$ cat config.mk
export PLATFORM = sky130hd
export DESIGN_NAME = multi_port_parallel_io
export DESIGN_NICKNAME = d
export VERILOG_FILES = /design/src/design/multi_port_parallel_io.v
export VERILOG_INCLUDE_DIRS = /design/src /design/src/design
export SDC_FILE = /design/constraint.sdc
export NUM_CORES = 1
export LEC_CHECK = 0
export BUFFER_PORTS_ARGS = -buffer_cell sky130_fd_sc_hd__buf_2
export CORE_MARGIN = 8
export CORE_UTILIZATION = 54
export CTS_CLUSTER_DIAMETER = 30
export DETAILED_ROUTE_END_ITERATION = 16
export PLACE_DENSITY = 0.83
export SYNTH_ARGS = -nofsm -noshare
export SYNTH_HDL_FRONTEND = slang
export SYNTH_SLANG_ARGS = --single-unit
$ cat constraint.sdc
create_clock -name clk_sys_i -period 23.7 [get_ports clk_sys_i]
set_clock_uncertainty 0.1 [all_clocks]
set_input_delay 4.74 -clock clk_sys_i [delete_from_list [all_inputs] [get_ports clk_sys_i]]
set_output_delay 4.74 -clock clk_sys_i [all_outputs]
set_load 0.02 [all_outputs]
$ cat src/design/multi_port_parallel_io_defs.vh
`ifndef MULTI_PORT_PARALLEL_IO_DEFS_VH
`define MULTI_PORT_PARALLEL_IO_DEFS_VH
// Register indices; the byte address is four times the index.
`define REG_PORT_A_DATA      7'h00
`define REG_PORT_F_DIRECTION 7'h03
`define REG_PORT_B_DATA      7'h04
`define REG_PORT_C_DATA      7'h05
`define REG_PORT_C_DIRECTION 7'h07
`define REG_PORT_D_DATA      7'h08
`define REG_PORT_D_DIRECTION 7'h09
`define REG_PORT_E_DATA      7'h0a
`define REG_PORT_A_DIRECTION 7'h01
`define REG_PORT_B_DIRECTION 7'h06
`define REG_PORT_F_DATA      7'h0b
`define REG_SYSTEM_OPTIONS_TWO 7'h38
`define REG_SYSTEM_CONFIG    7'h3f
`define REG_PULLUP_ASSIGNMENT 7'h2c
`define REG_PORT_G_DATA      7'h7e
`define REG_PORT_G_DIRECTION 7'h7f
// Field positions.
`define SYSTEM_OPTIONS_TWO_PORT_C_OPEN_DRAIN 5
`define SYSTEM_OPTIONS_TWO_READ_VIS_ECLK_OFF 4
`define CFG_PULLUP_ASSIGN_EN   0
`define PULLUP_ASSIGNMENT_G 2
`define PULLUP_ASSIGNMENT_F 1
`define PULLUP_ASSIGNMENT_B 0
// Reset values.
`define RESET_DIRECTION 8'h00
`define RESET_LATCH     8'h00
`define RESET_SYSTEM_OPTIONS_TWO      8'h00
`define PORT_D_MASK     8'h3f
`endif

$ cat src/design/multi_port_parallel_io.v
// Behaviour
// - Direction bit 0 makes the pin an input, 1 an output.
// - An enabled special function owns the pin, overriding direction.
// - Data writes go to latches; latches drive only general outputs.
// - Reading a general pin returns the real pin level.
// - Port C in wired-OR output mode reads the driver levels; port D reads pins.
// - Reset makes ports inputs; expanded mode excepts B, C, F, G7, G5:0.
// - Output enabled before a data write drives the reset latch value.
// - Port A eight bidirectional lines shared with timer functions.
// - Port B general pins single-chip; high address 15:8 when expanded.
// - Port C carries data 7:0 expanded; visibility drives internal reads.
// - Port C open-drain: zero pulls low, one floats.
// - Single-chip visibility bit holds E low; else E clock drives.
// - Visibility bit resets to zero and takes one write only.
// - Port E eight input-only pins, no direction, converter inputs.
// - Port F general pins single-chip; low address 7:0 when expanded.
// - Port G pin 7 general single-chip; read/write line expanded.
// - Port G 6:0 reset as inputs; 5:0 expansion address expanded.
// - Ports B, F, G have per-port switchable pullups.
// - Pullup settings act only when the assignment enable is set.
//
// Design decision made here: the Avalon-MM register port.
`timescale 1ns/1ps
`include "multi_port_parallel_io_defs.vh"
module multi_port_parallel_io (
    input  wire        clk_sys_i,
    input  wire        rst_i,
    input  wire [8:0]  avs_address_i,
    input  wire        avs_read_i,
    input  wire        avs_write_i,
    input  wire [31:0] avs_writedata_i,
    input  wire [3:0]  avs_byteenable_i,
    output reg  [31:0] avs_readdata_o,
    output wire        avs_waitrequest_o,
    input  wire        expanded_mode_i,
    input  wire        eclk_i,
    output wire        eclk_pin_o,
    input  wire [15:0] ext_addr_i,
    input  wire        ext_rw_i,
    input  wire [7:0]  ext_data_out_i,
    input  wire        ext_data_drive_i,
    input  wire        int_read_i,
    input  wire [7:0]  int_read_data_i,
    input  wire [5:0]  exp_addr_i,
    input  wire [7:0]  timer_en_i,
    input  wire [7:0]  timer_out_i,
    input  wire [7:0]  timer_oe_i,
    input  wire [5:0]  serial_en_i,
    input  wire [5:0]  serial_out_i,
    input  wire [5:0]  serial_oe_i,
    input  wire [7:0]  port_a_in_i,
    output wire [7:0]  port_a_out_o,
    output wire [7:0]  port_a_oe_n_o,
    input  wire [7:0]  port_b_in_i,
    output wire [7:0]  port_b_out_o,
    output wire [7:0]  port_b_oe_n_o,
    input  wire [7:0]  port_c_in_i,
    output wire [7:0]  port_c_out_o,
    output wire [7:0]  port_c_oe_n_o,
    output wire [7:0]  port_c_data_o,
    input  wire [5:0]  port_d_in_i,
    output wire [5:0]  port_d_out_o,
    output wire [5:0]  port_d_oe_n_o,
    input  wire [7:0]  port_e_in_i,
    input  wire [7:0]  port_f_in_i,
    output wire [7:0]  port_f_out_o,
    output wire [7:0]  port_f_oe_n_o,
    input  wire [7:0]  port_g_in_i,
    output wire [7:0]  port_g_out_o,
    output wire [7:0]  port_g_oe_n_o,
    output wire [2:0]  pullup_en_o
);

    reg  [7:0] dir_a_r, dir_b_r, dir_c_r, dir_d_r, dir_f_r, dir_g_r;
    reg  [7:0] lat_a_r, lat_b_r, lat_c_r, lat_d_r, lat_f_r, lat_g_r;
    reg        c_open_drain_r;
    reg        read_vis_r;
    reg        read_vis_done_r;
    reg  [2:0] pullup_r;
    reg        pullup_en_r;
    reg        ack_r;
    reg  [7:0] sa1_r, sa2_r, sb1_r, sb2_r, sc1_r, sc2_r;
    reg  [5:0] sd1_r, sd2_r;
    reg  [7:0] se1_r, se2_r, sf1_r, sf2_r, sg1_r, sg2_r;
    wire [6:0] idx = avs_address_i[8:2];
    wire       wr = avs_write_i & avs_byteenable_i[0];
    wire       exp = expanded_mode_i;
    reg  [7:0] rdata;

    // One wait state on every access keeps read data registered.
    assign avs_waitrequest_o = (avs_read_i | avs_write_i) & ~ack_r;

    // Pins are asynchronous; two flops before any logic reads them.
    always @(posedge clk_sys_i or posedge rst_i) begin
        if (rst_i) begin
            sa1_r <= 8'h00; sa2_r <= 8'h00; sb1_r <= 8'h00; sb2_r <= 8'h00;
            sc1_r <= 8'h00; sc2_r <= 8'h00; sd1_r <= 6'h00; sd2_r <= 6'h00;
            se1_r <= 8'h00; se2_r <= 8'h00; sf1_r <= 8'h00; sf2_r <= 8'h00;
            sg1_r <= 8'h00; sg2_r <= 8'h00;
        end else begin
            sa1_r <= port_a_in_i; sa2_r <= sa1_r;
            sb1_r <= port_b_in_i; sb2_r <= sb1_r;
            sc1_r <= port_c_in_i; sc2_r <= sc1_r;
            sd1_r <= port_d_in_i; sd2_r <= sd1_r;
            se1_r <= port_e_in_i; se2_r <= se1_r;
            sf1_r <= port_f_in_i; sf2_r <= sf1_r;
            sg1_r <= port_g_in_i; sg2_r <= sg1_r;
        end
    end

    // function override
    // Generic pin mix: special function first, else latch by direction.
    function [15:0] pin_mix;
        input [7:0] sf_en, sf_out, sf_oe, lat, dir;
        begin
            pin_mix = {(sf_en & sf_out) | (~sf_en & lat),
                       ~((sf_en & sf_oe) | (~sf_en & dir))};
        end
    endfunction

    // Read back: pin level, except open-drain outputs show driver level.
    function [7:0] read_mix;
        input [7:0] pin, lat, dir;
        input       od;
        begin
            read_mix = od ? ((dir & lat) | (~dir & pin)) : pin;
        end
    endfunction

    wire [15:0] mix_a = pin_mix(timer_en_i, timer_out_i, timer_oe_i,
                                lat_a_r, dir_a_r);
    wire [15:0] mix_b = pin_mix({8{exp}}, ext_addr_i[15:8], 8'hff,
                                lat_b_r, dir_b_r);
    wire [15:0] mix_f = pin_mix({8{exp}}, ext_addr_i[7:0], 8'hff,
                                lat_f_r, dir_f_r);
    wire [15:0] mix_g = pin_mix({exp, 1'b0, {6{exp}}},
                                {ext_rw_i, 1'b0, exp_addr_i},
                                {exp, 1'b0, {6{exp}}}, lat_g_r, dir_g_r);
    wire [15:0] mix_d = pin_mix({2'b00, serial_en_i},
                                {2'b00, serial_out_i},
                                {2'b00, serial_oe_i}, lat_d_r, dir_d_r);

    assign port_a_out_o  = mix_a[15:8];
    assign port_a_oe_n_o = mix_a[7:0];
    assign port_b_out_o  = mix_b[15:8];
    assign port_b_oe_n_o = mix_b[7:0];
    assign port_f_out_o  = mix_f[15:8];
    assign port_f_oe_n_o = mix_f[7:0];
    assign port_g_out_o  = mix_g[15:8];
    assign port_g_oe_n_o = mix_g[7:0];
    assign port_d_out_o  = mix_d[13:8];
    assign port_d_oe_n_o = mix_d[5:0];

    wire       c_bus = exp & (ext_data_drive_i | (read_vis_r & int_read_i));
    wire [7:0] c_bus_data = ext_data_drive_i ? ext_data_out_i
                                             : int_read_data_i;
    wire       c_od = c_open_drain_r & ~exp;
    assign port_c_out_o  = exp ? c_bus_data : (c_od ? 8'h00 : lat_c_r);
    assign port_c_oe_n_o = exp ? {8{~c_bus}}
                         : ~(dir_c_r & (c_od ? ~lat_c_r : 8'hff));
    assign port_c_data_o = sc2_r;

    assign eclk_pin_o = (read_vis_r & ~exp) ? 1'b0 : eclk_i;

    assign pullup_en_o = pullup_en_r ? pullup_r : 3'b000;

    always @* begin
        rdata = 8'h00;
        case (idx)
            `REG_PORT_A_DATA:      rdata = sa2_r;
            `REG_PORT_B_DATA:      rdata = sb2_r;
            `REG_PORT_C_DATA:      rdata = read_mix(sc2_r, lat_c_r,
                                                    dir_c_r, c_od);
            // Port D wired-OR belongs to the serial block; plain pins here.
            `REG_PORT_D_DATA:      rdata = {2'b00, sd2_r};
            `REG_PORT_E_DATA:      rdata = se2_r;
            `REG_PORT_F_DATA:      rdata = sf2_r;
            `REG_PORT_G_DATA:      rdata = sg2_r;
            `REG_PORT_A_DIRECTION: rdata = dir_a_r;
            `REG_PORT_B_DIRECTION: rdata = dir_b_r;
            `REG_PORT_C_DIRECTION: rdata = dir_c_r;
            `REG_PORT_D_DIRECTION: rdata = dir_d_r & `PORT_D_MASK;
            `REG_PORT_F_DIRECTION: rdata = dir_f_r;
            `REG_PORT_G_DIRECTION: rdata = dir_g_r;
            `REG_SYSTEM_OPTIONS_TWO: begin
                rdata[`SYSTEM_OPTIONS_TWO_PORT_C_OPEN_DRAIN] = c_open_drain_r;
                rdata[`SYSTEM_OPTIONS_TWO_READ_VIS_ECLK_OFF] = read_vis_r;
            end
            `REG_PULLUP_ASSIGNMENT: rdata = {5'h00, pullup_r};
            `REG_SYSTEM_CONFIG:
                rdata[`CFG_PULLUP_ASSIGN_EN] = pullup_en_r;
            default:               rdata = 8'h00;
        endcase
    end

    always @(posedge clk_sys_i or posedge rst_i) begin
        if (rst_i) begin
            ack_r          <= 1'b0;
            avs_readdata_o <= 32'h00000000;
        end else begin
            ack_r <= (avs_read_i | avs_write_i) & ~ack_r;
            if (avs_read_i & ~ack_r)
                avs_readdata_o <= {24'h000000, rdata};
        end
    end

    always @(posedge clk_sys_i or posedge rst_i) begin
        if (rst_i) begin
            dir_a_r <= `RESET_DIRECTION; dir_b_r <= `RESET_DIRECTION;
            dir_c_r <= `RESET_DIRECTION; dir_d_r <= `RESET_DIRECTION;
            dir_f_r <= `RESET_DIRECTION; dir_g_r <= `RESET_DIRECTION;
            lat_a_r <= `RESET_LATCH; lat_b_r <= `RESET_LATCH;
            lat_c_r <= `RESET_LATCH; lat_d_r <= `RESET_LATCH;
            lat_f_r <= `RESET_LATCH; lat_g_r <= `RESET_LATCH;
            c_open_drain_r  <= 1'b0;
            read_vis_r      <= 1'b0;
            read_vis_done_r <= 1'b0;
            pullup_r        <= 3'b000;
            pullup_en_r     <= 1'b0;
        end else if (wr & ~ack_r) begin
            case (idx)
                `REG_PORT_A_DATA:      lat_a_r <= avs_writedata_i[7:0];
                `REG_PORT_B_DATA:      lat_b_r <= avs_writedata_i[7:0];
                `REG_PORT_C_DATA:      lat_c_r <= avs_writedata_i[7:0];
                `REG_PORT_D_DATA:      lat_d_r <= avs_writedata_i[7:0]
                                                  & `PORT_D_MASK;
                `REG_PORT_F_DATA:      lat_f_r <= avs_writedata_i[7:0];
                `REG_PORT_G_DATA:      lat_g_r <= avs_writedata_i[7:0];
                `REG_PORT_A_DIRECTION: dir_a_r <= avs_writedata_i[7:0];
                `REG_PORT_B_DIRECTION: dir_b_r <= avs_writedata_i[7:0];
                `REG_PORT_C_DIRECTION: dir_c_r <= avs_writedata_i[7:0];
                `REG_PORT_D_DIRECTION: dir_d_r <= avs_writedata_i[7:0]
                                                  & `PORT_D_MASK;
                `REG_PORT_F_DIRECTION: dir_f_r <= avs_writedata_i[7:0];
                `REG_PORT_G_DIRECTION: dir_g_r <= avs_writedata_i[7:0];
                `REG_SYSTEM_OPTIONS_TWO: begin
                    c_open_drain_r <=
                        avs_writedata_i[`SYSTEM_OPTIONS_TWO_PORT_C_OPEN_DRAIN];
                    if (!read_vis_done_r) begin
                        read_vis_r <=
                            avs_writedata_i[`SYSTEM_OPTIONS_TWO_READ_VIS_ECLK_OFF];
                        read_vis_done_r <= 1'b1;
                    end
                end
                `REG_PULLUP_ASSIGNMENT: pullup_r <= avs_writedata_i[2:0];
                `REG_SYSTEM_CONFIG:
                    pullup_en_r <= avs_writedata_i[`CFG_PULLUP_ASSIGN_EN];
                default: ;
            endcase
        end
    end

endmodule

**Word-level counts from Yosys, hierarchy flattened**

Index checks and enable logic that the tools add are counted.
W data, S select, Z words.

- Flip-flop bits (word level): 216
- Bits in latches: 0
- Bits in writable memories: 0
- Bits in read-only memories: 0
- Bits of input ports: 188
- Output and inout bits: 137
- Word-level logic and storage cells: 135
- Memories: 0

- $add $sub $neg: 0
- $mul: 0
- Divide/modulo/power cells: 0
- $lt $le $gt $ge: 0
- Eq/ne operators: 15
- Shifts and indexed selects: 0
- Muxes and demuxes: 12
- Bitwise logic cells: 58
- Reductions and logical operators: 17

Operator list:

| operator | count |
|---|---|
| $and A8 B8 Y8 | 17 |
| $not A8 Y8 | 10 |
| $or A8 B8 Y8 | 9 |
| $mux W8 | 6 |
| $pmux W3 S14 | 1 |
| $reduce_and A2 Y1 | 15 |
| $eq A7 B3 Y1 const B | 4 |
| $eq A7 B4 Y1 const B | 4 |
| $pmux W2 S14 | 1 |
| $and A6 B6 Y6 | 4 |
| $pmux W2 S11 | 1 |
| $eq A7 B6 Y1 const B | 3 |
| $pmux W1 S15 | 1 |
| $eq A7 B7 Y1 const B | 2 |
| $not A6 Y6 | 2 |
| $or A6 B6 Y6 | 2 |
| $and A1 B1 Y1 | 8 |
| $eq A7 B1 Y1 const B | 1 |
| $eq A7 B2 Y1 const B | 1 |
| $logic_not A7 Y1 | 1 |
| $not A1 Y1 | 4 |
| $mux W3 | 1 |
| $reduce_and A3 Y1 | 1 |
| $or A1 B1 Y1 | 2 |
| $mux W1 | 1 |

**Longest topological paths before layout**

Gate-level depths: netlist (run 1).

- Depth in word-level cells: 6
- Gate-level depth with buffers: 8
- Gate-level depth less buffers: 5

**Least setup slack after synthesis (run 1)**

OpenSTA, ideal clock, no wires.

- Path type: input port to output port
- Start: input port expanded_mode_i
- End: output port port_f_oe_n_o[5]
- Arrival time: 5.841 ns
- Data required time: 18.860 ns
- Path slack: 13.019 ns
- Cell stages on the path: 4
- Path buffers: 3
- Cell sequence: clkbuf_1 -> clkbuf_1 -> buf_1 -> nor2_1

- Cells in the longest elaborated chain, start to end: 4

RTL lines:

| element | line | RTL |
|---|---|---|
| start, declared | multi_port_parallel_io.v:35 | `input wire expanded_mode_i,` |
| $not A8 Y8 | multi_port_parallel_io.v:117 | `~((sf_en & sf_oe) \| (~sf_en & dir))};` |
| $and A8 B8 Y8 | multi_port_parallel_io.v:117 |  |
| $or A8 B8 Y8 (*) | multi_port_parallel_io.v:117 |  |
| $not A8 Y8 (*) | multi_port_parallel_io.v:117 |  |
| end, declared | multi_port_parallel_io.v:67 | `output wire [7:0] port_f_oe_n_o,` |

Every way passes the cells marked *; elsewhere a longest branch is shown, timed or not.

**Worst setup path after layout (run 1)**

- Start: input port expanded_mode_i
- End: output port port_c_oe_n_o[6]

- Cells in the longest elaborated chain, start to end: 6
- Elaborated cells between the ends (all ways): 8
- Classes of those cells: mux (2); bitwise (6)

RTL lines:

| element | line | RTL |
|---|---|---|
| $not A1 Y1 | multi_port_parallel_io.v:157 | `wire c_od = c_open_drain_r & ~exp;` |
| $and A1 B1 Y1 | multi_port_parallel_io.v:157 |  |
| $mux W8 | multi_port_parallel_io.v:160 | `: ~(dir_c_r & (c_od ? ~lat_c_r : 8'hff));` |
| $and A8 B8 Y8 | multi_port_parallel_io.v:160 |  |
| $not A8 Y8 | multi_port_parallel_io.v:160 |  |
| $mux W8 (*) | multi_port_parallel_io.v:159 | `assign port_c_oe_n_o = exp ? {8{~c_bus}}` |
| end, declared | multi_port_parallel_io.v:59 | `output wire [7:0] port_c_oe_n_o,` |

Marked as above.

==> results.md, run 1 <==
* Outcome: finished, final reports clean
* Vias per inst at 5.69
* Sequential area share after synthesis at 58.6%
* CTS tree: yes
* Synth Area in Compound Gates at 7.30%
* FF-to-FF Start: ack_r
* # setup viols final at 0
* FF-to-FF setup slack at 21.39 ns
* R2R cell count at 3
* Die Ht at 147 um
* N_diodes at 0
* Crit path from: expanded_mode_i
* WL per Instance at 22.8 um
* Post-DP HPWL at 19800 um
* Slew headroom at 36.3%
* Crit path arrival time at 6.73 ns
* Syn Area/Cell at 13.0 um2
* Reg clk slew, reported paths at 0.05 ns
* Port Buffer Count at 271
* Slew @ Worst Pin at 0.956 ns
* Core box area at 16600 um2
* Largest net degree at the start of global routing at 142
* Pleak at 6.04 nW
* Syn Inst Count at 708
* Vias at 7020
* Worst Path Required at 18.86 ns
* WS Path Type: in2out
* Nets at 1173
* Flops & latches, synth at 216
* Post-synthesis adder-cell area fraction at 0%
* Num CTS Buffers at 38
* P&R area growth vs syn at 30.3%
* Clk sinks at 216
* Filler cells at 1125
* Setup total negative slack at 0 ns
* Fmax at 86.4 MHz
* RSZ-0062 raised after global routing: no
* Area after DPL at 10600 um2
* Cell variety after synth at 58
* FF/Latch Area at 5410 um2
* Total grt overflow at 0
* Largest family of logic cells by synthesized area: multiplexers
* Drt total wl at 28100 um
* Initial detailed-routing violation count at 522
* Fraction of registers with async set/reset at 100%
* Final GP Congestion at 0.928
* Ys flop type: dfrtp_1
* Full die area at 21500 um2
* Post-CTS setup buffers at 0
* WHS Path Cells at 0
* Share of layout cells above drive strength 1 at 48.7%
* Multiplexer area fraction after synthesis at 22.4%
* Synth Warn # at 0
* Critical path fanouts, max at 63
* Area of the multi-input gates at 3540 um2
* Post-CTS resize count at 0
* Global-route wire length before repair at 43000 um
* CP endpoint: port_c_oe_n_o[6]
* Die X at 147 um
* Clock latency on the worst-skew pair at 0.50 ns
* Max-slew violations at 0
* Post-Synth XOR/XNOR Area at 0%
* Design area at 12000 um2
* Root buf cell: clkbuf_16
* Htree depth at 2
* Tcrit/Tclk final at 48.8%
* Post-synth EDFFs at 0
* Power Density at 88.4 nW/um2
* Worst setup SP type: input pin
* DRC at 0
* Setup crit end kind: primary output
* Vias in the first global route at 7461
* CTS Hold Bufs at 0
* CTS max path bufs at 3
* Initial antenna violation count at 0
* Reg2reg end: lat_g_r[5]
* Min Tclk post-route at 11.57 ns
* Post-Synth Simple-Gate Area at 7.77%
* Netlist Area Pre-Place at 9220 um2
* Drt first pass iters at 6
* Num rows at 47
* Peak VDD IR at 0.0000947 V
* Maxcap violations at 0
* Routed Antenna Nets at 0
* Worst Hold Class: reg2reg
* IO Pins at 325
* All-Layer GR Usage at 25.7%
* Starting Density at 55.4%
* Final hold violation count at 0
-- area by class of cell --
type	instances	area share, %
inverters	7	0.281
multi-input cells	447	29.5
well taps	220	2.29
clock inverters	22	2.58
flip-flops and latches	216	45.0
clock buffers	46	8.84
repair buffers	275	11.5
-- metrics by stage --
stage	util [%]	power [mW]	setup WS, ns	hold WS, ns	cells
finish	72.2	1.06	12.13	0.241	1233
global route	72.2	1.10	11.95	0.248	1233
CTS	72.2	1.07	12.12	0.244	1233
detailed placement	64.0	0.496	12.13	0.235	1165
global placement	64.0	0.493	12.21	0.231	1165
floorplan	-	0.461	12.95	0.231	731
-- cells in the final DEF, fill, tap and decap left out, types with 3 or more instances in the layout --
master and count:
nor2_1 43, bufinv_16 6, a2111oi_0 3, conb_1 24, buf_2 271, o22ai_1 10, nor2b_1 7, clkinvlp_4 4
clkinv_4 5, mux2i_1 43, a211oi_1 4, clkbuf_16 39, nand3_1 8, nor3_2 3, a22o_1 4, dfrtp_1 216
nand2_1 40, a32oi_1 3, nand3b_1 9, inv_1 4, a31oi_1 5, nand4_1 3, o21ai_0 17, and2_1 7
inv_6 4, mux2_2 141, buf_4 4, and3_1 7, a21oi_1 4, clkbuf_8 6, o32ai_1 3, a22oi_1 7
nor3_1 6, a21boi_0 10
-- layer usage --
layer | up-vias | GRT usage (%) | share of wire, %
li1 | 3075 | - | -
met1 | 3445 | 30.9 | 39
met2 | 425 | 42.1 | 48
met3 | 75 | 7.85 | 9.8
met4 | 0 | 11.0 | 3.5
met5 | - | 0 | 0
-- Yosys cell counts, types with 3 or more instances --
library cell | number | area share [%]
a21boi_0 | 10 | 0.81
nor3_1 | 6 | 0.33
buf_2 | 8 | 0.43
o32ai_1 | 3 | 0.28
buf_4 | 25 | 2.0
inv_1 | 5 | 0.20
nand3_1 | 8 | 0.43
o22ai_1 | 10 | 0.68
clkbuf_1 | 20 | 0.81
nand3b_1 | 9 | 0.73
a22o_1 | 4 | 0.38
nor2b_1 | 7 | 0.47
nor2_1 | 43 | 1.8
mux2_2 | 141 | 17
nor3_2 | 3 | 0.33
a22oi_1 | 7 | 0.57
o21ai_0 | 17 | 0.92
buf_1 | 8 | 0.33
a31oi_1 | 5 | 0.34
and3_1 | 7 | 0.47
nand2_1 | 40 | 1.6
nand4_1 | 3 | 0.20
a2111oi_0 | 3 | 0.28
dfrtp_1 | 216 | 59
a32oi_1 | 3 | 0.28
a21oi_1 | 4 | 0.22
a211oi_1 | 4 | 0.33
and2_1 | 7 | 0.47
mux2i_1 | 43 | 4.7
-- how the worst min path moves through the flow --
stage,start,end
CTS,sf1_r[4],sf2_r[4]
global placement,sc1_r[7],port_c_data_o[7]
detailed placement,sc1_r[1],port_c_data_o[1]
global route,se1_r[6],se2_r[6]
floorplan,sc1_r[0],port_c_data_o[0]
finish,sf1_r[4],sf2_r[4]
-- report_power, final --
part	internal, mW	switching [mW]
Clock	0.387	0.184
Sequential	0.386	0.00964
Combinational	0.0352	0.0600
-- cell families after synthesis --
family,Yosys count
AOI/OAI and AO/OA,93
other,1
and+or+nand+nor,144
DFF,216
buffers and inverters,68
muxes,186
-- critical path, cell delays in order --
cell      delay (ns)
buf_2           0.07
buf_4           0.55
clkinv_1        0.57
a211o_1         0.45
o21ai_0         0.12
buf_2           0.20
Note: power is estimated with default switching activity, not from simulation.
==> run 2: changes to the inputs <==
- ABC_AREA: not set -> 1
- CORE_UTILIZATION: 54 -> 45
- PLACE_DENSITY: 0.83 -> 0.73
- clock period: 23.7 -> 10.5 ns (I/O delays scaled with it)
==> run 2 against run 1 <==
Net effect:
- synthesized area hardly changed
- die area increased by 18%
- count of clock-buffer cells in the layout stayed put
- register-to-register slack got worse by 13 ns
- global-route usage shrank 4.0 points
- flip-flop and latch count did not move
- non-clock buffer count decreased by 1
- core utilization is 13 points lower
- sequential share of layout area hardly changed
- via count increased by 11%
- hold slack improved by 0.0029 ns
- synthesized cell count up 43%
- largest cell class unchanged
==> results.md, run 2 <==
* Outcome: finished, final reports clean
* Post-CTS resize count at 0 (unchanged)
* Worst setup SP type: input pin
* Post-synth EDFFs at 0 (unchanged)
* Maxcap violations at 0 (unchanged)
* # setup viols final at 0 (unchanged)
* Tcrit/Tclk final at 66.7%
* Port Buffer Count at 271 (unchanged)
* Setup crit end kind: primary output
* Fraction of registers with async set/reset at 100% (unchanged)
* Peak VDD IR at 0.000147 V (+56%)
* Syn Area/Cell at 9.13 um2 (-30%)
* Core box area at 20200 um2 (+21%)
* WS Path Type: in2out
* Slew @ Worst Pin at 0.976 ns (+0.0199 ns)
* RSZ-0062 raised after global routing: no
* Flops & latches, synth at 216 (unchanged)
* Post-DP HPWL at 20200 um (+1.7%)
* WL per Instance at 17.6 um (-23%)
* CTS max path bufs at 3 (unchanged)
* Cell breakdown of the critical path: buf_2 > buf_4 > clkinv_1 > nand2_1 > nor2_1 > o21ai_0 > nand2_1 > buf_2
* Starting Density at 45.7% (-9.7 points)
* Die Ht at 159 um (+8.5%)
* Commonest non-fill, non-tap cell in the layout: nand2_1
* Ys flop type: dfrtp_1
* WHS at 0.244 ns (+0.00291 ns)
* Slowest cell delay on critical path at 0.97 ns (+0.40 ns)
* Num CTS Buffers at 39 (+2.6%)
* Vias at 7813 (+11%)
* Total grt overflow at 0 (unchanged)
* Critical path's top delay family: buffers and inverters
* Netlist Area Pre-Place at 9220 um2 (about the same)
* Sequential area share after synthesis at 58.6% (about the same)
* Worst Hold Class: reg2reg
* Num rows at 52 (+11%)
* IO Pins at 325 (unchanged)
* Drt total wl at 27900 um (-1.0%)
* Slew headroom at 35.0% (-1.3 points)
* Synth top area cells: dfrtp_1 (59%), nand2_1 (12%), nand3_1 (5.2%), o21ai_1 (4.0%), nor2_1 (3.1%)
* Largest net degree at the start of global routing at 136 (-4.2%)
* Full die area at 25300 um2 (+18%)
* Cell variety after synth at 36 (-38%)
* Setup total negative slack at 0 ns (unchanged)
* Most instantiated cells after synthesis: nand2_1 (304), dfrtp_1 (216), nand3_1 (95), nor2_1 (76), o21ai_1 (74)
* Top-count cell post-synth: nand2_1
* Worst Path Required at 8.30 ns (-10.56 ns)
* Slowest CP cell: clkinv_1
* Min Tclk post-route at 7.01 ns
* Reg clk slew, reported paths at 0.05 ns (about the same)
* Final hold violation count at 0 (unchanged)
* Routed Antenna Nets at 0 (unchanged)
* Htree depth at 2 (unchanged)
* Share of layout cells above drive strength 1 at 30.3% (-18 points)
* DRC at 0 (unchanged)
* CTS Hold Bufs at 0 (unchanged)
* Post-CTS setup buffers at 0 (unchanged)
* Area leader, netlist: dfrtp_1
* Top-area cell type share of the netlist area at 58.6% (about the same)
* P&R area growth vs syn at 30.4% (about the same)
* Global-route wire length before repair at 43600 um (+1.4%)
* Root buf cell: clkbuf_16
* Drt first pass iters at 5 (-1)
* Initial detailed-routing violation count at 724 (+39%)
* All-Layer GR Usage at 21.7% (-4.0 points)
* Fmax at 143 MHz
* Nets at 1472 (+25%)
* Max-slew violations at 0 (unchanged)
* Commonest cells after routing, fill and taps aside: nand2_1 (304), buf_2 (271), dfrtp_1 (216)
* Critical path fanouts, max at 67 (+6.3%)
* Initial antenna violation count at 2 (+2)
* Vias per inst at 4.93 (-13%)
* Die X at 159 um (+8.5%)
* Pleak at 6.22 nW (+2.9%)
* Syn Inst Count at 1010 (+43%)
* Worst path buffer plus inverter count at 4 (unchanged)
* Crit path arrival time at 4.81 ns (-1.92 ns)
* Synth Warn # at 0 (unchanged)
* Power Density at 196 nW/um2 (+120%)
* Clk sinks at 216 (unchanged)
* Clock latency on the worst-skew pair at 0.51 ns (about the same)
* Final GP Congestion at 0.883 (-4.8%)
* CTS tree: yes
* Vias in the first global route at 7860 (+5.3%)
==> run 2: cell count changes after synthesis, sizes merged, moves of 29 or more <==
cell,change
o21ai,+92
inv,+51
nand3,+91
nand2,+275
mux2i,-29
mux2,-127
nor2,+45
==> run 2: layer usage <==
layer | routed length, um | track usage (%) | vias to the layer above
li1 | - | - | 3794
met1 | 11500 | 26.6 | 3636
met2 | 13400 | 36.3 | 335
met3 | 2250 | 6.93 | 46
met4 | 660 | 6.05 | 2
met5 | 10 | 0 | -
==> run 2: logic make-up (layout without fill, tap and decap cells) <==
logic type / count (synthesis) / after routing / share of synthesized area [%]
flip-flops: 216 / 216 / 58.6
other: 1 / 25 / 0.0407
multiplexers: 28 / 28 / 3.23
buffers and inverters: 122 / 403 / 6.53
AND/OR/NAND/NOR: 513 / 513 / 24.0
AO/OA/AOI/OAI: 130 / 130 / 7.60
==> run 2: stage by stage <==
step / cells / worst slack (ns) / util, % / cell area (um2) / power, mW
global route: 1585 / 3.22 / 59.6 / 12000 / 2.45
finish: 1585 / 3.49 / 59.6 / 12000 / 2.36
detailed placement: 1513 / 3.44 / 52.8 / 10600 / 1.09
global placement: 1513 / 3.54 / 52.8 / 10600 / 1.09
floorplan: 1033 / 2.39 / - / 9300 / 1.02
CTS: 1584 / 3.44 / 59.6 / 12000 / 2.38
==> run 2: where the power goes <==
| group | leakage (nW) | internal (mW) | switching (mW) |
|---|---|---|---|
| Sequential | 2.75 | 0.870 | 0.0199 |
| Combinational | 2.81 | 0.0612 | 0.129 |
| Clock | 0.659 | 0.850 | 0.428 |
| Total | 6.22 | 1.78 | 0.576 |
==> run 2: worst paths after layout <==
check / start / end / slack [ns] / cells after the start
min in group asynchronous: rst_i / sc1_r[3] / 1.69 / 2
worst max register to register: c_open_drain_r / avs_readdata_o[3] / 8.17 / 9
worst min-delay path: sc1_r[2] / port_c_data_o[2] / 0.24 / 0
worst min register to register: sc1_r[2] / port_c_data_o[2] / 0.24 / 0
max in group asynchronous: rst_i / dir_g_r[3] / 7.08 / 3
worst max-delay path: expanded_mode_i / port_c_oe_n_o[7] / 3.49 / 8
==> run 2: cell type report <==
cell class              count  area (um2)
multi-input cells         695        3300
well taps                 270         338
clock inverters            25         315
clock buffers              46        1050
flip-flops and latches    216        5410
fillers                  1781        8150
inverters                  58         225
diodes                      1        2.50
repair buffers            274        1380
